<file path="src/fab_pkg.sv">
/*
 * Package for the host-side controller of an asynchronous NOR flash bus.
 * Holds pin bundles, operation codes, address layout and access timing.
 * Assumes a single 10 MHz system clock.
 */
package fab_pkg;

    localparam int          CLK_PERIOD_NS     = 100;
    // Longest access times and the reset pulse width of the flash, in ns.
    localparam int          FULL_DELAY_NS     = 105;
    localparam int          PAGE_DELAY_NS     = 25;
    localparam int          RESET_PULSE_NS    = 500;
    // Least wait times round up to whole cycles, never below one.
    localparam int          FULL_DELAY_CYC    = (FULL_DELAY_NS + CLK_PERIOD_NS - 1) / CLK_PERIOD_NS;
    localparam int          PAGE_DELAY_CYC    = (PAGE_DELAY_NS + CLK_PERIOD_NS - 1) / CLK_PERIOD_NS;
    localparam int          RESET_PULSE_CYC   = (RESET_PULSE_NS + CLK_PERIOD_NS - 1) / CLK_PERIOD_NS;

    localparam int          ADDR_W            = 23;
    localparam int          DATA_W            = 16;
    localparam int          WORD_SEL_W        = 2;
    localparam int          SECTOR_LSB        = 15;
    localparam int          PROT_BIT_A6       = 6;
    localparam int          PROT_BIT_A1       = 1;

    typedef enum logic [2:0] {
        FAB_OP_READ    = 3'h0,
        FAB_OP_WRITE   = 3'h1,
        FAB_OP_PROTECT = 3'h2,
        FAB_OP_UNPROT  = 3'h3,
        FAB_OP_RESET   = 3'h4
    } fab_op_t;

    // Gray-coded along idle -> setup -> wait -> done.
    typedef enum logic [2:0] {
        FAB_IDLE  = 3'b000,
        FAB_SETUP = 3'b001,
        FAB_WAIT  = 3'b011,
        FAB_DONE  = 3'b010,
        FAB_RST   = 3'b110
    } fab_state_t;

    typedef struct packed {
        logic                chip_sel_n;
        logic                out_gate_n;
        logic                wr_strobe_n;
        logic                hw_reset_n;
        logic                reset_id_level;
        logic                protect_accelerate_pin;
        logic                accelerate_level;
    } fab_ctrl_t;

    typedef struct packed {
        logic [ADDR_W-1:0]   addr;
        logic [DATA_W-1:0]   wdata;
        fab_op_t             op;
    } fab_req_t;

endpackage

</file>
<file path="src/fab_host.sv">
/*
 * Host controller driving a NOR flash die over its asynchronous pins.
 * Turns user requests into read, command write, sector-group protect
 * and hardware reset cycles, timing page hits with the shorter delay.
 * Assumes the flash pins and ready_busy_n are synchronous to clk_sys.
 */
`timescale 1ns/1ns
`default_nettype none

module fab_host
    import fab_pkg::*;
#(
    parameter int FULL_CYC  = FULL_DELAY_CYC,
    parameter int PAGE_CYC  = PAGE_DELAY_CYC,
    parameter int RESET_CYC = RESET_PULSE_CYC
) (
    // System
    input  wire logic               clk_sys,
    input  wire logic               rst_n,
    // User request side
    input  wire logic               req_valid,
    input  wire fab_req_t           req,
    input  wire logic               write_protect_on,
    input  wire logic               accel_on,
    output logic                    req_ready,
    output logic                    rsp_valid,
    output logic [DATA_W-1:0]       rsp_data,
    output logic                    flash_busy,
    // Flash pins
    output fab_ctrl_t               ctrl,
    output logic [ADDR_W-1:0]       addr_out,
    output logic [DATA_W-1:0]       data_out,
    output logic                    data_oe,
    input  wire logic [DATA_W-1:0]  data_in,
    input  wire logic               ready_busy_n
);

    ////////////////////////////////////////////////////////////////////////
    localparam fab_ctrl_t CTRL_IDLE = '{chip_sel_n: 1'b1, out_gate_n: 1'b1,
        wr_strobe_n: 1'b1, hw_reset_n: 1'b1, reset_id_level: 1'b0,
        protect_accelerate_pin: 1'b1, accelerate_level: 1'b0};

    fab_state_t              state_reg, state_next;
    fab_ctrl_t               ctrl_reg, ctrl_next;
    fab_req_t                cur_reg, cur_next;
    logic [ADDR_W-1:0]       addr_reg, addr_next;
    logic [DATA_W-1:0]       dout_reg, dout_next;
    logic                    oe_reg, oe_next;
    logic                    rdy_reg, rdy_next;
    logic                    rv_reg, rv_next;
    logic [DATA_W-1:0]       rdata_reg, rdata_next;
    logic [15:0]             cnt_reg, cnt_next;
    logic                    page_open_reg, page_open_next;
    logic [ADDR_W-1:WORD_SEL_W] page_reg, page_next;
    logic                    busy_reg, busy_next;
    logic                    page_hit;

    assign page_hit = page_open_reg && (page_reg == req.addr[ADDR_W-1:WORD_SEL_W]);

    ////////////////////////////////////////////////////////////////////////
    always_comb begin
        state_next     = state_reg;
        ctrl_next      = ctrl_reg;
        cur_next       = cur_reg;
        addr_next      = addr_reg;
        dout_next      = dout_reg;
        oe_next        = oe_reg;
        rdy_next       = rdy_reg;
        rv_next        = 1'b0;
        rdata_next     = rdata_reg;
        cnt_next       = cnt_reg;
        page_open_next = page_open_reg;
        page_next      = page_reg;
        busy_next      = !ready_busy_n;
        // Low keeps the end sector locked; the accelerate level overrides it.
        ctrl_next.protect_accelerate_pin = !write_protect_on || accel_on;
        ctrl_next.accelerate_level = accel_on;
        // A protect cycle keeps the pin high for its whole strobe, whatever the request.
        if (ctrl_reg.reset_id_level) begin
            ctrl_next.protect_accelerate_pin = 1'b1;
        end
        case (state_reg)
            FAB_IDLE: begin
                if (req_valid && rdy_reg) begin
                    cur_next  = req;
                    rdy_next  = 1'b0;
                    addr_next = req.addr;
                    state_next = FAB_SETUP;
                    case (req.op)
                        FAB_OP_READ: begin
                            // Holding select low keeps the page open; a read into the
                            // same page waits only the short delay.
                            ctrl_next.chip_sel_n  = 1'b0;
                            ctrl_next.out_gate_n  = 1'b0;
                            ctrl_next.wr_strobe_n = 1'b1;
                            oe_next  = 1'b0;
                            cnt_next = 16'(page_hit ? PAGE_CYC : FULL_CYC);
                            page_open_next = 1'b1;
                            page_next = req.addr[ADDR_W-1:WORD_SEL_W];
                            state_next = FAB_WAIT;
                        end
                        FAB_OP_RESET: begin
                            ctrl_next = CTRL_IDLE;
                            ctrl_next.hw_reset_n = 1'b0;
                            oe_next  = 1'b0;
                            cnt_next = 16'(RESET_CYC);
                            page_open_next = 1'b0;
                            state_next = FAB_RST;
                        end
                        default: begin
                            // Writes pass through deselect so any open page ends.
                            ctrl_next.chip_sel_n = 1'b1;
                            ctrl_next.out_gate_n = 1'b1;
                            page_open_next = 1'b0;
                            oe_next = 1'b0;
                        end
                    endcase
                end
            end
            FAB_SETUP: begin
                ctrl_next.chip_sel_n  = 1'b0;
                ctrl_next.out_gate_n  = 1'b1;
                ctrl_next.wr_strobe_n = 1'b0;
                dout_next = cur_reg.wdata;
                oe_next   = 1'b1;
                if (cur_reg.op == FAB_OP_PROTECT || cur_reg.op == FAB_OP_UNPROT) begin
                    ctrl_next.reset_id_level = 1'b1;
                    ctrl_next.protect_accelerate_pin = 1'b1;
                    addr_next = '0;
                    addr_next[ADDR_W-1:SECTOR_LSB] = cur_reg.addr[ADDR_W-1:SECTOR_LSB];
                    addr_next[PROT_BIT_A1] = 1'b1;
                    addr_next[PROT_BIT_A6] = (cur_reg.op == FAB_OP_UNPROT);
                end
                cnt_next   = 16'(FULL_CYC);
                state_next = FAB_WAIT;
            end
            FAB_WAIT: begin
                if (cnt_reg > 16'h1) begin
                    cnt_next = cnt_reg - 16'h1;
                end else begin
                    if (cur_reg.op == FAB_OP_READ) begin
                        rdata_next = data_in;
                        rv_next    = 1'b1;
                    end else begin
                        ctrl_next.wr_strobe_n    = 1'b1;
                        ctrl_next.chip_sel_n     = 1'b1;
                        ctrl_next.reset_id_level = 1'b0;
                        rv_next = 1'b1;
                    end
                    state_next = FAB_DONE;
                end
            end
            FAB_DONE: begin
                oe_next    = 1'b0;
                ctrl_next.out_gate_n = 1'b1;
                rdy_next   = 1'b1;
                state_next = FAB_IDLE;
            end
            FAB_RST: begin
                if (cnt_reg > 16'h1) begin
                    cnt_next = cnt_reg - 16'h1;
                end else begin
                    ctrl_next.hw_reset_n = 1'b1;
                    rv_next    = 1'b1;
                    state_next = FAB_DONE;
                end
            end
            default: state_next = FAB_IDLE;
        endcase
    end

    always_ff @(posedge clk_sys) begin
        if (!rst_n) begin
            state_reg     <= FAB_IDLE;
            ctrl_reg      <= CTRL_IDLE;
            cur_reg       <= '0;
            addr_reg      <= '0;
            dout_reg      <= '0;
            oe_reg        <= 1'b0;
            rdy_reg       <= 1'b1;
            rv_reg        <= 1'b0;
            rdata_reg     <= '0;
            cnt_reg       <= '0;
            page_open_reg <= 1'b0;
            page_reg      <= '0;
            busy_reg      <= 1'b0;
        end else begin
            state_reg     <= state_next;
            ctrl_reg      <= ctrl_next;
            cur_reg       <= cur_next;
            addr_reg      <= addr_next;
            dout_reg      <= dout_next;
            oe_reg        <= oe_next;
            rdy_reg       <= rdy_next;
            rv_reg        <= rv_next;
            rdata_reg     <= rdata_next;
            cnt_reg       <= cnt_next;
            page_open_reg <= page_open_next;
            page_reg      <= page_next;
            busy_reg      <= busy_next;
        end
    end

    assign req_ready  = rdy_reg;
    assign rsp_valid  = rv_reg;
    assign rsp_data   = rdata_reg;
    assign flash_busy = busy_reg;
    assign ctrl       = ctrl_reg;
    assign addr_out   = addr_reg;
    assign data_out   = dout_reg;
    assign data_oe    = oe_reg;
endmodule // fab_host

`default_nettype wire

</file>
<file path="config.mk">
export PLATFORM = sky130hd
export DESIGN_NAME = fab_host
export DESIGN_NICKNAME = d
export VERILOG_FILES = /design/src/fab_pkg.sv /design/src/fab_host.sv
export SDC_FILE = /design/constraint.sdc
export NUM_CORES = 1
export LEC_CHECK = 0
export BUFFER_PORTS_ARGS = -buffer_cell sky130_fd_sc_hd__buf_2
export CORE_UTILIZATION = 54
export DETAILED_ROUTE_END_ITERATION = 10
export HOLD_SLACK_MARGIN = 0.1
export PLACE_DENSITY_LB_ADDON = 0.1
export SKIP_LAST_GASP = 1
export SYNTH_ARGS = -nofsm -noshare
export SYNTH_HDL_FRONTEND = slang
export SYNTH_SLANG_ARGS = --single-unit
</file>
<file path="constraint.sdc">
create_clock -name clk_sys -period 3 [get_ports clk_sys]
set_input_delay 0.45 -clock clk_sys [delete_from_list [all_inputs] [get_ports clk_sys]]
set_output_delay 0.45 -clock clk_sys [all_outputs]
set_load 0.1 [all_outputs]
</file>
==> summary.md <==
| Metric | Value |
|---|---|
| CTS clk-pin slew, worst paths | `0.06 ns` |
| # setup viols final | `0` |
| Largest register FFs | `27` |
| DRC errors left | `0` |
| Most common cell after layout, fill and taps aside | `nand2_1` |
| Final ANT Viol Nets | `0` |
| HP Start | `accel_on` |
| Root Buffer Master | `clkbuf_8` |
| Router iterations before antenna repair | `6` |
| Worst Hold End | `ctrl[1]` |
| Mapped Avg Cell Area | `8.28 sq um` |
| Core area | `9950 sq um` |
| Drt wl/cell | `14.9 microns` |
| Slew @ Worst Pin | `1.10 ns` |
| Layout cells sized above 1 | `25.8%` |
| Ant. Diodes | `0` |
| Setup bufs post-CTS | `0` |
| Non-filler cells, final | `943` |
| Die width | `104 microns` |
| Pwr/cell area | `1040 nW/um^2` |
| Worst vdd ir | `0.000517 V` |
| R2R cell count | `5` |
| Layout Skew | `0.00733 ns` |
| Clk sinks | `134` |
| Post-Synthesis Cells | `681` |
| Mapped Nets | `747` |
| Class of the worst hold path | `input pin to flip-flop` |
| Reg-to-reg endpoint | `cnt_reg[12]` |
| Post-DP HPWL | `9390 microns` |
| Initial Util | `56.6%` |
| Worst Setup End Kind | `flip-flop` |
| NumNets Final | `863` |
| Yosys top cell area share | `47.6%` |
| Total grt overflow | `0` |
| Async set-reset flop share out of synthesis | `0%` |
| Ys flop type | `dfxtp_1` |
| Seq/Total Area, Yosys | `47.6%` |
| Initial antenna violation count | `0` |
| Hold path cells | `3` |
| CTS Buf Count | `17` |
| DRT iter0 DRCs | `246` |
| Fin. Hold Viols | `0` |
| Largest net degree at the start of global routing | `62` |
| CTS max path bufs | `2` |
| DRT Wirelength | `14100 microns` |
| Worst Setup SP | `req_ready` |
| Clk Latency, worst-skew pair | `0.52 ns` |
| RSZ-0062 raised after global routing | `false` |
| Kind of critical path | `flip-flop to flip-flop` |
| Rows | `36` |
| Largest area contributor in the netlist | `dfxtp_1` |
| Ports | `130` |
| R2R setup slack | `0.20 ns` |
| Period Utilization, post-route | `93.3%` |
| Worst path arrival time | `3.25 ns` |
| Crit path time final | `2.80 ns` |
| Slew Viols, Final | `0` |
| Die Ht | `104 microns` |
| Static Leakage | `2.80 nW` |
| Yosys reg bits | `134` |
| MaxCap Viol Count | `0` |
| Normalized max-slew margin | `26.4%` |
| Required time worst endpoint | `3.45 ns` |
| Via count | `5232` |
| Top post-synthesis cells by area | `dfxtp_1, nand2_1, a21oi_1` |
| Tot GR Track Use | `26.3%` |
| Cell count after placement | `910` |
| CTS tree | `built` |
| Die area | `10900 sq um` |
| Crit path launch type | `flip-flop` |
| Netlist cell types | `58` |
| CP max FO | `25` |
| TNS Setup | `0 ns` |
| FF-to-FF Start | `req_ready` |
| EDFF count, synth | `0` |
| First-pass GRT wire length | `23200 microns` |
| Gpl congestion | `0.863` |
| Fmax | `357 MHz` |
| Number of vias per cell | `5.55` |
| PortBufs | `129` |
| H-tree depth | `4` |
| Status | `completed` |
| Most frequent cells in the layout | `nand2_1, dfxtp_1, buf_2, a21oi_1, nor2_1` |
| Cell area after synthesis | `5640 sq um` |
| Layout area overhead | `21.5%` |
| Synth warn | `0` |
| Vias in the first global route | `4855` |
per-stage QoR:
step	instance area, sq um	total power, W	setup slack [ns]	hold WS [ns]	util (%)
after floorplan	5640	0.00461	0.198	0.430	-
after global placement	6290	0.00509	0.302	0.434	63.1
after detailed placement	6290	0.00516	0.206	0.439	63.1
after CTS	6840	0.00711	0.149	0.143	68.7
after global routing	6850	0.00748	0.0872	0.161	68.8
final	6850	0.00712	0.201	0.154	68.8
where the power goes:
group	switching, W	internal [W]	leakage [nW]
clock network	0.000736	0.00119	0.275
registers	0.000247	0.00207	1.09
logic	0.00212	0.000757	1.43
total	0.00310	0.00402	2.80
cells in the mapped netlist, types with 4 or more instances:
library cell	number
or3_1	7
nor4_1	11
xor2_1	23
clkbuf_8	5
dfxtp_1	134
nor2_1	38
o21ai_1	5
a21oi_2	10
o31ai_1	9
nor3_1	11
nand2_1	161
buf_1	6
nand3_1	32
inv_1	6
a21oi_1	92
o21ai_0	7
or4_1	6
clkbuf_1	29
buf_6	4
nand2_2	10
a311oi_1	9
a22oi_1	13
layout make-up:
| cell class | instances | area (sq um) |
|---|---|---|
| multi-input cells | 494 | 2670 |
| clock buffers | 21 | 439 |
| clock inverters | 11 | 108 |
| inverters | 7 | 27.5 |
| repair buffers | 143 | 753 |
| flip-flops and latches | 134 | 2680 |
| fillers | 824 | 3100 |
| well taps | 133 | 166 |
cells by family after synthesis:
logic type	count (synthesis)	synth area share, %
XOR/XNOR	23	3.57
AND/OR/NAND/NOR	306	25.3
adder cells (fa/ha/maj)	2	0.444
flip-flops	134	47.6
AO/OA/AOI/OAI	162	17.6
multiplexers	1	0.200
buffers and inverters	53	5.30
critical path: stages (launching register included):
cell	delay, ns
dfxtp_1	0.47
nand3b_1	0.25
o311ai_0	0.82
o21ai_4	0.35
or4_2	0.69
a21oi_1	0.15
worst max path at each step:
stage / slack [ns] / to / cells past startpoint
floorplan: 0.20 / cnt_reg[12] / 5
CTS: 0.15 / cnt_reg[3] / 5
finish: 0.20 / cnt_reg[12] / 5
global route: 0.09 / cnt_reg[12] / 5
global placement: 0.30 / cnt_reg[3] / 5
detailed placement: 0.21 / cnt_reg[3] / 5
routing by layer:
layer / up-vias / share of wire [%] / global-route usage (%) / wire length, microns
met5: - / 0 / 0 / 0
met4: 0 / 1.8 / 9.80 / 260
met3: 27 / 5.9 / 6.83 / 828
met2: 186 / 50 / 45.5 / 7030
met1: 2432 / 42 / 31.4 / 5970
li1: 2587 / - / - / -
repair_timing:
action / in CTS / in global routing
hold endpoints to repair: 1 / 0
setup endpoints to repair: 0 / 1
gates resized for setup: 0 / 1
hold buffers: 1 / 0
Power figures use the tool's default switching activity.
